===== config.mk =====
export PLATFORM = sky130hd
export DESIGN_NAME = sps_top
export DESIGN_NICKNAME = d
export VERILOG_FILES = /design/src/logic/sps_pkg.sv /design/src/logic/sps_power_timer.sv /design/src/logic/sps_tick.sv /design/src/logic/sps_top.sv
export VERILOG_INCLUDE_DIRS = /design/src /design/src/logic
export SDC_FILE = /design/constraint.sdc
export NUM_CORES = 1
export LEC_CHECK = 0
export BUFFER_PORTS_ARGS = -buffer_cell sky130_fd_sc_hd__buf_2
export CAP_MARGIN = 5
export CELL_PAD_IN_SITES_DETAIL_PLACEMENT = 0
export CELL_PAD_IN_SITES_GLOBAL_PLACEMENT = 1
export CORE_ASPECT_RATIO = 2
export CORE_MARGIN = 5
export CORE_UTILIZATION = 40
export CTS_CLUSTER_DIAMETER = 100
export DETAILED_ROUTE_END_ITERATION = 12
export GPL_TIMING_DRIVEN = 0
export PLACE_DENSITY = 0.83
export SETUP_SLACK_MARGIN = 0.4
export SLEW_MARGIN = 10
export SYNTH_ARGS = -nofsm -noshare
export SYNTH_HDL_FRONTEND = slang
export SYNTH_SLANG_ARGS = --single-unit

===== constraint.sdc =====
create_clock -name aclk -period 6.9 [get_ports aclk]
set_input_delay 0.345 -clock aclk [delete_from_list [all_inputs] [get_ports aclk]]
set_output_delay 0.345 -clock aclk [all_outputs]
set_load 0.1 [all_outputs]

===== src/logic/sps_defs.svh =====
// Register offsets, field positions, reset values and timing counts of the supervisor
`ifndef SPS_DEFS_SVH
`define SPS_DEFS_SVH
`define SPS_OFF_DIV_DEN       8'h00
`define SPS_OFF_OT_SETUP      8'h04
`define SPS_OFF_OT_SEQ        8'h08
`define SPS_OFF_SOFF_SEQ      8'h0C
`define SPS_OFF_PWR_SEQ       8'h10
`define SPS_OFF_TRIP_SEL      8'h14
`define SPS_OFF_DET_TIME      8'h18
`define SPS_OFF_ALM_SEQ       8'h1C
`define SPS_OFF_ESTOP_TRQ     8'h20
`define SPS_OFF_OVL_LVL       8'h24
`define SPS_OFF_OVS_LVL       8'h28
`define SPS_OFF_IRQ_STAT      8'h2C
`define SPS_OFF_IRQ_MASK      8'h30
`define SPS_OFF_STATE         8'h34
`define SPS_DIV_DEN_MAX       32'h0080_0000
`define SPS_OT_SEL_MAX        16'h0002
`define SPS_SEQ9_MAX          16'h0009
`define SPS_ALM_SEQ_MAX       16'h0007
`define SPS_DET_MIN           16'h0014
`define SPS_DET_MAX           16'h07D0
`define SPS_TRQ_MAX           16'h01F4
`define SPS_OVL_DEFAULT       16'h0073
`define SPS_OVS_MAX           16'h4E20
`define SPS_TRIP_BIT          0
`define SPS_ALWAYS_BIT        1
`define SPS_IRQ_PWR_BIT       0
`define SPS_IRQ_TRIP_BIT      1
`define SPS_IRQ_OVS_BIT       2
`define SPS_IRQ_OVL_BIT       3
`define SPS_RST_DET_TIME      16'h0046
`define SPS_RST_OT_SETUP      16'h0001
`define SPS_RST_ZERO          16'h0000
`define SPS_CLK_HZ            50000000
`define SPS_TICK_MS           1
`define SPS_TICK_CYCLES       ((`SPS_CLK_HZ / 1000) * `SPS_TICK_MS)
`endif


===== src/logic/sps_pkg.sv =====
// Types shared by the servo protection supervisor files
package sps_pkg;
  // Monitored inputs from the power stage and feedback
  typedef struct packed {
    logic        main_power_ok;
    logic        servo_on;
    logic        estop;
    logic [15:0] motor_speed;
    logic [15:0] motor_load;
  } sps_mon_t;
  // Motor ratings used for clamping
  typedef struct packed {
    logic [15:0] motor_ovs_level;
    logic [15:0] normal_torque;
  } sps_motor_t;
  // Protection results
  typedef struct packed {
    logic        servo_off_req;
    logic        uv_trip;
    logic        overspeed_error;
    logic        overload;
    logic [15:0] torque_limit;
  } sps_prot_t;
  typedef enum logic [2:0] {
    SPS_WAIT = 3'b001,
    SPS_RESP = 3'b010,
    SPS_IDLE = 3'b100
  } sps_bus_t;
endpackage : sps_pkg


===== src/logic/sps_power_timer.sv =====
// Main power interruption timer
`timescale 1ns/100ps
`default_nettype none
module sps_power_timer (
  // Clock and reset
  input  wire logic        aclk,
  input  wire logic        aresetn,
  // Timing
  input  wire logic        tick,
  input  wire logic        enable,
  input  wire logic        power_ok,
  input  wire logic [15:0] limit,
  // Result level
  output logic             expired
);
  logic [15:0] ms_count; // Milliseconds without power
  // Count while interrupted, restart on restore
  always_ff @(posedge aclk) begin
    if (!aresetn || power_ok || !enable) begin
      ms_count <= 16'h0000;
      expired  <= 1'b0;
    end else if (tick && !expired) begin
      ms_count <= ms_count + 16'h0001;
      // Strictly longer than the set time
      if (ms_count >= limit) expired <= 1'b1;
    end
  end
endmodule // sps_power_timer
`default_nettype wire


===== src/logic/sps_tick.sv =====
// Divider making the 1 ms enable pulse
`timescale 1ns/100ps
`default_nettype none
module sps_tick #(
  parameter int CYCLES = 50000
) (
  // Clock and reset
  input  wire logic aclk,
  input  wire logic aresetn,
  // One-cycle enable
  output logic      tick
);
  // A divide by one would never drop the pulse
  if (CYCLES < 2) begin : g_bad_cycles
    $error("sps_tick: CYCLES too small");
  end
  logic [31:0] count; // Cycles since last tick
  // Free running divider
  always_ff @(posedge aclk) begin
    if (!aresetn) begin
      count <= 32'h0000_0000;
      tick  <= 1'b0;
    end else if (count == 32'(CYCLES - 1)) begin
      count <= 32'h0000_0000;
      tick  <= 1'b1;
    end else begin
      count <= count + 32'h0000_0001;
      tick  <= 1'b0;
    end
  end
endmodule // sps_tick
`default_nettype wire


===== src/logic/sps_top.sv =====
// Servo protection supervisor with AXI4-Lite register slave
//
// Notes on behaviour
// - Division denominator accepted from 0 to 8388608
// - Over-travel inhibit setup selector 0 to 2
// - Over-travel stop sequence selector 0 to 2
// - Servo-off sequence selector 0 to 9
// - Main power off sequence selector 0 to 9
// - Trip bit0 chooses servo-off or undervoltage trip
// - Alarm only after interruption exceeds detect time
// - Detect time in ms, 20 to 2000
// - Setting 2000 disables power off detection
// - Alarm stop sequence selector 0 to 7
// - Emergency stop limits torque, 0 to 500
// - Zero emergency torque uses normal limit
// - Zero overload setting means 115 percent
// - Overload level clamped to 115 percent
// - Overspeed error above configured r/min level
// - Zero overspeed setting uses motor level
// - Overspeed threshold clamped to motor level
//
// Implementation choices: the address map and the AXI4-Lite slave port.
`timescale 1ns/100ps
`default_nettype none
`include "sps_defs.svh"
module sps_top #(
  parameter int TICK_CYCLES = `SPS_TICK_CYCLES
) (
  // Clock and reset
  input  wire logic                 aclk,
  input  wire logic                 aresetn,
  // AXI4-Lite write address and data
  input  wire logic [7:0]           s_axi_awaddr,
  input  wire logic                 s_axi_awvalid,
  output logic                      s_axi_awready,
  input  wire logic [31:0]          s_axi_wdata,
  input  wire logic [3:0]           s_axi_wstrb,
  input  wire logic                 s_axi_wvalid,
  output logic                      s_axi_wready,
  output logic [1:0]                s_axi_bresp,
  output logic                      s_axi_bvalid,
  input  wire logic                 s_axi_bready,
  // AXI4-Lite read
  input  wire logic [7:0]           s_axi_araddr,
  input  wire logic                 s_axi_arvalid,
  output logic                      s_axi_arready,
  output logic [31:0]               s_axi_rdata,
  output logic [1:0]                s_axi_rresp,
  output logic                      s_axi_rvalid,
  input  wire logic                 s_axi_rready,
  // Monitored conditions, same clock domain
  input  wire sps_pkg::sps_mon_t    mon,
  input  wire sps_pkg::sps_motor_t  motor,
  // Protection results
  output sps_pkg::sps_prot_t        prot,
  output logic                      irq
);
  import sps_pkg::*;

  // Refuse a tick divider that cannot make a one-cycle pulse
  if (TICK_CYCLES < 2) begin : g_bad_tick
    $error("sps_top: TICK_CYCLES too small");
  end

  // Parameter registers
  logic [31:0] pulse_output_div_denominator;
  logic [15:0] overtravel_inhibit_setup;
  logic [15:0] overtravel_stop_sequence;
  logic [15:0] servo_off_sequence;
  logic [15:0] main_power_off_sequence;
  logic [15:0] power_loss_trip_select;
  logic [15:0] power_loss_detect_time;
  logic [15:0] alarm_stop_sequence;
  logic [15:0] emergency_torque_limit;
  logic [15:0] overload_level;
  logic [15:0] overspeed_level;
  logic [3:0]  irq_status;      // Sticky events
  logic [3:0]  irq_mask;        // One enables an event

  // Bus handshake state
  logic        aw_held;         // Write address taken
  logic        w_held;          // Write data taken
  logic [7:0]  aw_addr;         // Held write address
  logic [31:0] w_data;          // Held write data
  logic [3:0]  w_strb;          // Held strobes
  logic        wr_fire;         // Both halves present
  logic        wr_hit;          // Address decoded
  logic [31:0] rd_word;         // Read mux
  logic        rd_hit;          // Read address decoded
  logic [31:0] merged;          // Strobe-merged write value
  logic        tick;            // 1 ms enable
  logic        alarm_level;     // Timer expired
  logic        detect_enable;   // Detection armed
  logic [15:0] ovl_eff;         // Effective overload level
  logic [15:0] ovs_eff;         // Effective overspeed level
  logic        alarm_prev;      // For edge detection
  logic [3:0]  event_now;       // Alarm edge pulses and result levels

  sps_tick #(.CYCLES(TICK_CYCLES)) u_tick (
    .aclk    (aclk),
    .aresetn (aresetn),
    .tick    (tick)
  );

  // Disabled at 2000, else armed when servo on or always-detect set
  assign detect_enable = (power_loss_detect_time != `SPS_DET_MAX) &&
                         (power_loss_trip_select[`SPS_ALWAYS_BIT] || mon.servo_on);

  sps_power_timer u_timer (
    .aclk     (aclk),
    .aresetn  (aresetn),
    .tick     (tick),
    .enable   (detect_enable),
    .power_ok (mon.main_power_ok),
    .limit    (power_loss_detect_time),
    .expired  (alarm_level)
  );

  // Write fires once both halves are held
  assign wr_fire = aw_held && w_held && !s_axi_bvalid;

  // Merge byte strobes into the old register word
  function automatic logic [31:0] merge(input logic [31:0] old, input logic [31:0] nw,
                                        input logic [3:0] st);
    logic [31:0] r;
    r = old;
    for (int i = 0; i < 4; i++) begin
      if (st[i]) r[i*8 +: 8] = nw[i*8 +: 8];
    end
    return r;
  endfunction

  // Read mux; an unmapped address gives zero data and a refusal
  always_comb begin
    rd_word = 32'h0000_0000;
    rd_hit  = 1'b1;
    case (s_axi_araddr)
      `SPS_OFF_DIV_DEN:   rd_word = pulse_output_div_denominator;
      `SPS_OFF_OT_SETUP:  rd_word = {16'h0000, overtravel_inhibit_setup};
      `SPS_OFF_OT_SEQ:    rd_word = {16'h0000, overtravel_stop_sequence};
      `SPS_OFF_SOFF_SEQ:  rd_word = {16'h0000, servo_off_sequence};
      `SPS_OFF_PWR_SEQ:   rd_word = {16'h0000, main_power_off_sequence};
      `SPS_OFF_TRIP_SEL:  rd_word = {16'h0000, power_loss_trip_select};
      `SPS_OFF_DET_TIME:  rd_word = {16'h0000, power_loss_detect_time};
      `SPS_OFF_ALM_SEQ:   rd_word = {16'h0000, alarm_stop_sequence};
      `SPS_OFF_ESTOP_TRQ: rd_word = {16'h0000, emergency_torque_limit};
      `SPS_OFF_OVL_LVL:   rd_word = {16'h0000, overload_level};
      `SPS_OFF_OVS_LVL:   rd_word = {16'h0000, overspeed_level};
      `SPS_OFF_IRQ_STAT:  rd_word = {28'h000_0000, irq_status};
      `SPS_OFF_IRQ_MASK:  rd_word = {28'h000_0000, irq_mask};
      `SPS_OFF_STATE:     rd_word = {26'h000_0000, alarm_level, prot.uv_trip,
                                     prot.servo_off_req, prot.overspeed_error,
                                     prot.overload, detect_enable};
      default:            rd_hit  = 1'b0;
    endcase
  end

  // Write address decode
  always_comb begin
    wr_hit = (aw_addr <= `SPS_OFF_STATE) && (aw_addr[1:0] == 2'b00) &&
             (aw_addr != `SPS_OFF_STATE);
    merged = 32'h0000_0000;
    case (aw_addr)
      `SPS_OFF_DIV_DEN: merged = merge(pulse_output_div_denominator, w_data, w_strb);
      default:          merged = merge(32'h0000_0000, w_data, w_strb);
    endcase
  end

  // Write channel capture
  always_ff @(posedge aclk) begin
    if (!aresetn) begin
      aw_held       <= 1'b0;
      w_held        <= 1'b0;
      aw_addr       <= 8'h00;
      w_data        <= 32'h0000_0000;
      w_strb        <= 4'h0;
      s_axi_awready <= 1'b0;
      s_axi_wready  <= 1'b0;
    end else begin
      s_axi_awready <= !aw_held && !s_axi_awready && s_axi_awvalid;
      s_axi_wready  <= !w_held && !s_axi_wready && s_axi_wvalid;
      if (s_axi_awvalid && s_axi_awready) begin
        aw_held <= 1'b1;
        aw_addr <= s_axi_awaddr;
      end
      if (s_axi_wvalid && s_axi_wready) begin
        w_held <= 1'b1;
        w_data <= s_axi_wdata;
        w_strb <= s_axi_wstrb;
      end
      if (wr_fire) begin
        aw_held <= 1'b0;
        w_held  <= 1'b0;
      end
    end
  end

  // Write response; out-of-range values are refused with SLVERR
  always_ff @(posedge aclk) begin
    if (!aresetn) begin
      s_axi_bvalid <= 1'b0;
      s_axi_bresp  <= 2'b00;
    end else if (wr_fire) begin
      s_axi_bvalid <= 1'b1;
      s_axi_bresp  <= (wr_hit && in_range(aw_addr, merged)) ? 2'b00 : 2'b10;
    end else if (s_axi_bready) begin
      s_axi_bvalid <= 1'b0;
    end
  end

  // Range check per register
  function automatic logic in_range(input logic [7:0] a, input logic [31:0] v);
    logic ok;
    ok = (v[31:16] == 16'h0000);
    case (a)
      `SPS_OFF_DIV_DEN:   ok = (v <= `SPS_DIV_DEN_MAX);
      `SPS_OFF_OT_SETUP,
      `SPS_OFF_OT_SEQ:    ok = ok && (v[15:0] <= `SPS_OT_SEL_MAX);
      `SPS_OFF_SOFF_SEQ,
      `SPS_OFF_PWR_SEQ:   ok = ok && (v[15:0] <= `SPS_SEQ9_MAX);
      `SPS_OFF_TRIP_SEL:  ok = ok && (v[15:0] <= 16'h0003);
      `SPS_OFF_DET_TIME:  ok = ok && (v[15:0] >= `SPS_DET_MIN) && (v[15:0] <= `SPS_DET_MAX);
      `SPS_OFF_ALM_SEQ:   ok = ok && (v[15:0] <= `SPS_ALM_SEQ_MAX);
      `SPS_OFF_ESTOP_TRQ,
      `SPS_OFF_OVL_LVL:   ok = ok && (v[15:0] <= `SPS_TRQ_MAX);
      `SPS_OFF_OVS_LVL:   ok = ok && (v[15:0] <= `SPS_OVS_MAX);
      default:            ok = 1'b1;
    endcase
    return ok;
  endfunction

  // Parameter storage; a refused value leaves the old one in place
  always_ff @(posedge aclk) begin
    if (!aresetn) begin
      pulse_output_div_denominator <= 32'h0000_0000;
      overtravel_inhibit_setup     <= `SPS_RST_OT_SETUP;
      overtravel_stop_sequence     <= `SPS_RST_ZERO;
      servo_off_sequence           <= `SPS_RST_ZERO;
      main_power_off_sequence      <= `SPS_RST_ZERO;
      power_loss_trip_select       <= `SPS_RST_ZERO;
      power_loss_detect_time       <= `SPS_RST_DET_TIME;
      alarm_stop_sequence          <= `SPS_RST_ZERO;
      emergency_torque_limit       <= `SPS_RST_ZERO;
      overload_level               <= `SPS_RST_ZERO;
      overspeed_level              <= `SPS_RST_ZERO;
      irq_mask                     <= 4'h0;
    end else if (wr_fire && wr_hit && in_range(aw_addr, merged)) begin
      case (aw_addr)
        `SPS_OFF_DIV_DEN:   pulse_output_div_denominator <= merged;
        `SPS_OFF_OT_SETUP:  overtravel_inhibit_setup     <= merged[15:0];
        `SPS_OFF_OT_SEQ:    overtravel_stop_sequence     <= merged[15:0];
        `SPS_OFF_SOFF_SEQ:  servo_off_sequence           <= merged[15:0];
        `SPS_OFF_PWR_SEQ:   main_power_off_sequence      <= merged[15:0];
        `SPS_OFF_TRIP_SEL:  power_loss_trip_select       <= merged[15:0];
        `SPS_OFF_DET_TIME:  power_loss_detect_time       <= merged[15:0];
        `SPS_OFF_ALM_SEQ:   alarm_stop_sequence          <= merged[15:0];
        `SPS_OFF_ESTOP_TRQ: emergency_torque_limit       <= merged[15:0];
        `SPS_OFF_OVL_LVL:   overload_level               <= merged[15:0];
        `SPS_OFF_OVS_LVL:   overspeed_level              <= merged[15:0];
        `SPS_OFF_IRQ_MASK:  irq_mask                     <= merged[3:0];
        default: ;
      endcase
    end
  end

  // Read channel; one cycle from address to data
  always_ff @(posedge aclk) begin
    if (!aresetn) begin
      s_axi_arready <= 1'b0;
      s_axi_rvalid  <= 1'b0;
      s_axi_rdata   <= 32'h0000_0000;
      s_axi_rresp   <= 2'b00;
    end else begin
      s_axi_arready <= !s_axi_arready && !s_axi_rvalid && s_axi_arvalid;
      if (s_axi_arvalid && s_axi_arready) begin
        s_axi_rvalid <= 1'b1;
        s_axi_rdata  <= rd_word;
        s_axi_rresp  <= rd_hit ? 2'b00 : 2'b10;
      end else if (s_axi_rready) begin
        s_axi_rvalid <= 1'b0;
      end
    end
  end

  // Effective thresholds with zero defaults and clamps
  always_comb begin
    ovl_eff = (overload_level == 16'h0000) ? `SPS_OVL_DEFAULT : overload_level;
    if (ovl_eff > `SPS_OVL_DEFAULT) ovl_eff = `SPS_OVL_DEFAULT;
    ovs_eff = (overspeed_level == 16'h0000) ? motor.motor_ovs_level : overspeed_level;
    if (ovs_eff > motor.motor_ovs_level) ovs_eff = motor.motor_ovs_level;
  end

  // Protection outputs, registered
  always_ff @(posedge aclk) begin
    if (!aresetn) begin
      prot <= '0;
    end else begin
      prot.overspeed_error <= (mon.motor_speed > ovs_eff);
      prot.overload        <= (mon.motor_load > ovl_eff);
      // Trip or servo-off chosen by bit0; the trip latches until reset
      prot.uv_trip       <= prot.uv_trip ||
                            (alarm_level && power_loss_trip_select[`SPS_TRIP_BIT]);
      prot.servo_off_req <= alarm_level && !power_loss_trip_select[`SPS_TRIP_BIT];
      if (mon.estop && emergency_torque_limit != 16'h0000)
        prot.torque_limit <= emergency_torque_limit;
      else
        prot.torque_limit <= motor.normal_torque;
    end
  end

  // Events: power and trip pulse on the alarm rising edge; overspeed and overload pass as levels
  always_comb begin
    event_now = 4'h0;
    event_now[`SPS_IRQ_PWR_BIT]  = alarm_level && !alarm_prev;
    event_now[`SPS_IRQ_TRIP_BIT] = alarm_level && !alarm_prev &&
                                   power_loss_trip_select[`SPS_TRIP_BIT];
    event_now[`SPS_IRQ_OVS_BIT]  = prot.overspeed_error;
    event_now[`SPS_IRQ_OVL_BIT]  = prot.overload;
  end

  // Sticky status, write one to clear; a new event wins over the clear
  always_ff @(posedge aclk) begin
    if (!aresetn) begin
      irq_status <= 4'h0;
      alarm_prev <= 1'b0;
      irq        <= 1'b0;
    end else begin
      alarm_prev <= alarm_level;
      if (wr_fire && aw_addr == `SPS_OFF_IRQ_STAT)
        irq_status <= (irq_status & ~merged[3:0]) | event_now;
      else
        irq_status <= irq_status | event_now;
      irq <= |(irq_status & irq_mask);
    end
  end

  // Overspeed follows the speed against the effective level
  ovs_flag_a: assert property (@(posedge aclk) disable iff (!aresetn)
    (mon.motor_speed > ovs_eff) |=> prot.overspeed_error) else $error("overspeed missed");
  // Threshold never above motor level
  ovs_clamp_a: assert property (@(posedge aclk) disable iff (!aresetn)
    ovs_eff <= motor.motor_ovs_level) else $error("overspeed clamp broken");
  // Overload never above the default
  ovl_clamp_a: assert property (@(posedge aclk) disable iff (!aresetn)
    ovl_eff <= `SPS_OVL_DEFAULT && ovl_eff != 16'h0000) else $error("overload clamp");
  // Detection off at 2000
  det_off_a: assert property (@(posedge aclk) disable iff (!aresetn)
    (power_loss_detect_time == `SPS_DET_MAX) |-> ##2 !alarm_level) else $error("detect on");
  // Power restored clears the alarm
  pwr_back_a: assert property (@(posedge aclk) disable iff (!aresetn)
    mon.main_power_ok |=> !alarm_level) else $error("alarm stuck");
  // Trip selection routes the alarm
  trip_route_a: assert property (@(posedge aclk) disable iff (!aresetn)
    (alarm_level && power_loss_trip_select[0]) |=> prot.uv_trip) else $error("no trip");
  // Servo-on gating without always-detect
  servo_gate_a: assert property (@(posedge aclk) disable iff (!aresetn)
    (!mon.servo_on && !power_loss_trip_select[1]) |=> !alarm_level) else $error("gating");
  // Emergency torque applied when set
  estop_trq_a: assert property (@(posedge aclk) disable iff (!aresetn)
    (mon.estop && emergency_torque_limit != 16'h0000) |=>
      prot.torque_limit == $past(emergency_torque_limit)) else $error("estop torque");
  // Detect time stays within range
  det_range_a: assert property (@(posedge aclk) disable iff (!aresetn)
    power_loss_detect_time >= `SPS_DET_MIN && power_loss_detect_time <= `SPS_DET_MAX)
    else $error("detect time range");
endmodule // sps_top
`default_nettype wire


* Word level (Yosys, flattened, before mapping) *
Index checks and enable logic that the tools add are counted.

word-level totals
  input bits = 126
  word-level logic and storage cells = 193
  register bits = 359
  output and inout bits = 62

cells by class
  multiplexer cells = 28
  bitwise logic cells = 6
  reduce and logical (&&, ||, !) cells = 77
  add/sub/neg operators = 2
  $lt $le $gt $ge = 15
  equality and inequality tests = 28

operators by type and width
  cell                                                                              count
  32-bit case mux with 14 select lines                                              1
  8-bit by 6-bit == test with 1-bit output, second input constant                   11
  16-bit 2-to-1 mux                                                                 5
  8-bit by 5-bit == test with 1-bit output, second input constant                   8
  8-bit 2-to-1 mux                                                                  8
  16-bit greater-than comparator                                                    3
  16-bit zero test                                                                  3
  32-bit by 1-bit adder with 32-bit output, second input constant                   1
  32-bit by 16-bit == test with 1-bit output, second input constant                 1
  8-bit by 4-bit == test with 1-bit output, second input constant                   4
  16-bit by 2-bit <= comparator with 1-bit output, second input constant            2
  32-bit by 24-bit <= comparator with 1-bit output, second input constant           1
  1-bit logical AND                                                                 32
  32-bit 2-to-1 mux                                                                 1
  2-bit AND reduction                                                               13
  16-bit by 1-bit adder with 16-bit output, second input constant                   1
  8-bit by 3-bit == test with 1-bit output, second input constant                   2
  16-bit >= comparator                                                              1
  16-bit by 5-bit >= comparator with 1-bit output, second input constant            1
  16-bit by 7-bit greater-than comparator with 1-bit output, second input constant  1
  16-bit by 11-bit <= comparator with 1-bit output, second input constant           1
  16-bit by 15-bit <= comparator with 1-bit output, second input constant           1
  16-bit by 3-bit <= comparator with 1-bit output, second input constant            1
  16-bit by 4-bit <= comparator with 1-bit output, second input constant            1
  21 further kinds                                                                  52

* Depth between registers and ports, before layout *
  word-level depth = 10
  depth in mapped cells = 23
  gate-level depth less buffers = 22

* Modules after synthesis *
From an unflattened synthesis, not the netlist that was laid out.

unflattened totals
  cell total of the unflattened synthesis = 1937
  area, all modules = 16910.0 µm²

by module, submodules not included
  module           instances  area each (µm²)  cells an instance  seq. area each (µm²)
  sps_top          1          14201.1          1611               6145.9
  sps_tick         1          1540.2           182                660.6
  sps_power_timer  1          1168.6           144                340.3

* Least setup slack after synthesis *
No wires, ideal clock.

  kind = reg-to-reg
  start = reg overspeed_level[10]
  end = reg prot[17] (netlist name)
  slack = 2.340 ns
  path buffers = 2
  library setup time = 0.125 ns
  required time = 6.775 ns
  arrival = 4.436 ns
  clock period less this slack = 4.560 ns
  cell stages (with the launch flop) = 24
  cell sequence = dfxtp_1 -> nor4_1 -> and4_1 -> nor2b_1 -> clkbuf_1 -> a21o_1 -> ha_1 -> o21a_1 -> o21a_1 -> o21a_1 -> o21a_1 -> o2111ai_1 -> clkbuf_1 -> a21oi_1 -> nor3_1 -> ha_1 -> a21oi_1 -> o22ai_1 -> o21a_1 -> o21a_1 -> o21a_1 -> o21a_1 -> o21ai_0 -> a21oi_1

on the way
  longest elaborated chain between the ends = 5

RTL lines
  element                             line            text
  from (decl)                         sps_top.sv:76   logic [15:0] overspeed_level;
  from (signal assigned)              sps_top.sv:245  overspeed_level <= `SPS_RST_ZERO;
  from (signal assigned)              sps_top.sv:259  `SPS_OFF_OVS_LVL: overspeed_level <= merged[15:0];
  16-bit zero test                    sps_top.sv:289  ovs_eff = (overspeed_level == 16'h0000) ? motor.motor_ovs_level : overspeed_level;
  16-bit 2-to-1 mux (*)               sps_top.sv:289
  16-bit greater-than comparator      sps_top.sv:290  if (ovs_eff > motor.motor_ovs_level) ovs_eff = motor.motor_ovs_level;
  16-bit 2-to-1 mux (*)               sps_top.sv:290
  16-bit greater-than comparator (*)  sps_top.sv:298  prot.overspeed_error <= (mon.motor_speed > ovs_eff);
  to (decl)                           sps_top.sv:55   output sps_pkg::sps_prot_t prot,

Every way passes the cells marked *; elsewhere a longest branch is shown, timed or not.
A chain may end at the register's enable or synchronous reset.

* Worst setup path after layout *
  start = reg overspeed_level[6]
  end = reg prot[17] (netlist name)

The elaborated chain is that of the path after synthesis.

==> results list <==
* Share of the yosys chip area belonging to registers: 43.0%
- Critical Path End Type: register
* VDD IR-drop max: 201 µV
- Number of hold-slack violations in the final timing report: 0
- Entering global routing, the biggest net connects 16 pins.
* Min cycle time layout: 5.85 ns
- Origin of the worst setup path: overspeed_level[6]
- Overall die height: 298 µm
- The number of hold buffers added after CTS was 0.
- In this run, the clock network consumes 44.6% of the power.
- Number of synthesized flops with an enable pin: 0
- The initial utilization of the core area, before any placement, comes to 40.5%.
- Top flip-flop cell by instance count after synthesis: sky130_fd_sc_hd__dfxtp_1
- Required time of the worst setup path: 7.29 ns
* Via count normalized by instance count: 5.82
- Pwr dens: 231 nW/µm²
- Final worst-path cycle share: 84.8%
- Area share of the largest cell type after synthesis: 43.0%
- Summed over all layers, the routed wires come to 62,500 µm.
- Static power due to leakage: 8.17 nW
- RSZ-0062 raised after global routing: no
- From synthesis to final layout, the design area changed by 16.9%.
- After technology mapping, the gate count stands at 1,993.
- Wire length of the first global-routing pass: 93,600 µm
- Ranked by total cell area, the synthesized netlist is headed by sky130_fd_sc_hd__dfxtp_1 43%, sky130_fd_sc_hd__nand2_1 6.6%, sky130_fd_sc_hd__ha_1 5.0%.
- Internal power: 3.33 mW
- The number of global-route vias before repair was 16,000.
* CTS buffer count: 35
- CP Class: register to register
- Worst Skew: 0.0396 ns
- Most frequent cell after synthesis: sky130_fd_sc_hd__dfxtp_1
- Slew Viols, Final: 0
- The flow ran to the end, and the final reports show no timing, DRC or antenna violations.
* Switching share of total power: 25.7%
* Antenna cells: 0
* Startpoint class of the critical path: register
- The die is 154 µm wide.
- Worst Path Arrival: 6.24 ns
* Sum of negative setup slack: 0 ns
* Largest buffer count on any clock path: 3
- # rows: 105
- Max-cap violation count: 0
* CTS H-Tree Depth: 2
- Post-detailed-placement half-perimeter wirelength: 49,200 µm
* Antenna viol nets, final: 0
- CTS Root Buffer Type: sky130_fd_sc_hd__clkbuf_16
- Power consumption: 4.48 mW
- Worst r2r src: overspeed_level[6]
* Proportion of power drawn by combinational gates: 8.7%
- Area of the multi-input gates: 8800 µm²
* Sequential group share of total power: 46.7%
* Sequential cell area: 7150 µm²
- Fill cell total of the finished layout: 4,047
- In this run the post-CTS setup repair buffer count came out at 0.
- Initial antenna violation count: 0
* Cell at the slowest stage of the critical path: sky130_fd_sc_hd__a211oi_1
- In the final layout, the share of cells above drive strength 1 is 12.3%.
- Synth warn: 0
- After synthesis the cells add up to 16,600 µm².
- Walking the worst path, the cells encountered are nor4_1 > and4_1 > nor2b_1 > clkbuf_1 > a21o_1 > ha_1 > a21o_1 > a21o_1 > a21oi_1 > nor2_1 > a211oi_1 > clkbuf_1 > o21ai_0 > nor3_1 > ha_1 > a21o_1 > a21o_1 > a21oi_1 > nor2_1 > a211oi_1 > a21oi_1.
* Iteration-0 DRC Markers: 1,270
- The clock net in this run drives a total of 357 sinks.
- Of all nets on the critical path, the largest fanout is 10.
* Relative slew margins: 19.0%
- Dpl ws: 0.944 ns
- In the post-route analysis, the smallest setup slack over all paths is 1.05 ns.
- Residual overflow from global routing: 0
- Gates resized, CTS repair: 0
- The floorplan step defined a die boundary enclosing 46,000 µm².
- Input and output buffers added on the ports amount to 184.
- Routability-driven placement finished with a final weighted congestion of 0.995.
- Nets: 2,415
- The analysis attributes to net switching a power of 1.15 mW.
- Largest stage delay on the critical path: 0.55 ns
- For this block, the via count after detailed routing is 16,200.
- For this run, the top clock speed supported by timing is 171 MHz.
* Clock-pin slew reported for the worst setup and hold paths after clock tree synthesis: 0.07 ns
- For this run, design rule violations remaining after detail routing come to 0.
- TritonRoute pass-1 iters: 6
- Counting distinct cell types in the post-synthesis netlist gives 72.
- After detailed routing, the average wire length per cell comes to 22.4 µm.
- Synthesized flop and latch total: 357
- IO Count: 188
- Synth cell count leaders: 357 x sky130_fd_sc_hd__dfxtp_1, 292 x sky130_fd_sc_hd__nand2_1, 175 x sky130_fd_sc_hd__nor2_1
- TritonCTS built the clock tree.
* Async set-or-reset flop fraction in the synthesized netlist: 0%
- The startpoint identified for the worst hold timing path is s_axi_arvalid.
- Area leader, netlist: sky130_fd_sc_hd__dfxtp_1
- Transition time at the pin with the least slew margin: 1.21 ns
* All-Layer GR Usage: 26.0%
* Core region area: 41,100 µm²
- Total setup violations reported at the end of the flow: 0
- Each instance of the synthesized netlist takes up on average 8.35 µm².
- The min-delay analysis places its worst path in the category input pin to register.
- For the worst-skew pair, the clock arrives at the later sink with an insertion delay of 0.55 ns.
- CP most frequent cell: sky130_fd_sc_hd__a21o_1
## power groups by stage
stage / Sequential, mW / Combinational (mW) / Clock [mW]
final: 2.09 / 0.391 / 2.00
after global routing: 2.10 / 0.425 / 2.08
after CTS: 2.09 / 0.391 / 2.02
after detailed placement: 2.14 / 0.390 / 0
after global placement: 2.14 / 0.383 / 0
after floorplan: 2.20 / 0.195 / 0
## cell type report
type                            count  share of cell area [%]
Sequential cell                   357                    36.7
Inverter                           49                   0.946
Timing Repair Buffer              184                    4.74
Clock inverter                     13                   0.804
Tap cell                          535                    3.44
Multi-Input combinational cell   1470                    45.2
Buffer                            126                    2.77
Clock buffer                       50                    5.31
## layer usage
| layer | vias to the layer above | part of all wire [%] | global-route usage (%) |
|---|---|---|---|
| met5 | - | 0 | 0 |
| met4 | 0 | 9.1 | 20.1 |
| met3 | 231 | 5.5 | 3.33 |
| met2 | 701 | 52 | 48.4 |
| met1 | 7674 | 33 | 25.5 |
| li1 | 7597 | - | - |
## state kept, by name (all words and copies together) (netlist names), 16 cells and up
signal / flops
overtravel_inhibit_setup: 16
prot: 20
w_data: 32
servo_off_sequence: 16
alarm_stop_sequence: 16
main_power_off_sequence: 16
overtravel_stop_sequence: 16
emergency_torque_limit: 16
overspeed_level: 16
u_tick.count: 32
pulse_output_div_denominator: 32
power_loss_trip_select: 16
u_timer.ms_count: 16
overload_level: 16
power_loss_detect_time: 16
s_axi_rdata: 32
## cell families after synthesis
kind of cell	after synthesis	share of synthesized area [%]
adders and majority gates	66	4.96
AOI/OAI and AO/OA	427	16.8
muxes	54	3.27
xor gates and xnor gates	42	2.21
and+or+nand+nor	870	25.4
DFF	357	43.0
buffers and inverters	175	4.35
other	2	0.0451
## final timing paths
kind | end | slack (ns) | cells past startpoint
max | prot[17] | 1.05 | 21
min | s_axi_arready | 0.03 | 3
max reg2reg | prot[17] | 1.05 | 21
min reg2reg | overtravel_stop_sequence[2] | 0.43 | 2
## stage by stage
stage	instances	utilization, %	hold WS, ns	area (µm²)
2_1_floorplan	2002	-	0.409	16700
3_3_place_gp	2721	44.4	0.415	18300
3_5_place_dp	2721	44.4	0.419	18300
4_1_cts	2784	47.3	0.00906	19400
5_1_grt	2784	47.3	0.0389	19400
6_report	2784	47.3	0.0266	19400
## cells in the final DEF (no fill, tap or decap), types with 30 or more instances in the layout
cell	Yosys	final
sky130_fd_sc_hd__dfxtp_1	357	357
sky130_fd_sc_hd__nand2_1	292	292
sky130_fd_sc_hd__buf_2	8	192
sky130_fd_sc_hd__nor2_1	175	175
sky130_fd_sc_hd__nand3_1	130	130
sky130_fd_sc_hd__a21oi_1	130	130
sky130_fd_sc_hd__clkbuf_1	104	109
sky130_fd_sc_hd__o21ai_0	92	92
sky130_fd_sc_hd__and3_1	79	79
sky130_fd_sc_hd__ha_1	66	66
sky130_fd_sc_hd__mux2i_1	51	51
sky130_fd_sc_hd__inv_1	48	48
sky130_fd_sc_hd__a22oi_1	46	46
sky130_fd_sc_hd__nor3_1	35	35
sky130_fd_sc_hd__a21o_1	35	35
sky130_fd_sc_hd__clkbuf_16	0	35
sky130_fd_sc_hd__nand4_1	30	30
## worst max-delay path: cells and delay by family (launching register included)
| kind | cells | cell delay (ns) |
|---|---|---|
| flip-flops | 1 | 0.41 |
| AO/OA/AOI/OAI | 11 | 2.66 |
| adder cells (fa/ha/maj) | 2 | 0.52 |
| AND/OR/NAND/NOR | 6 | 1.20 |
| buffers and inverters | 2 | 0.90 |
(Power assumes the default switching activity.)
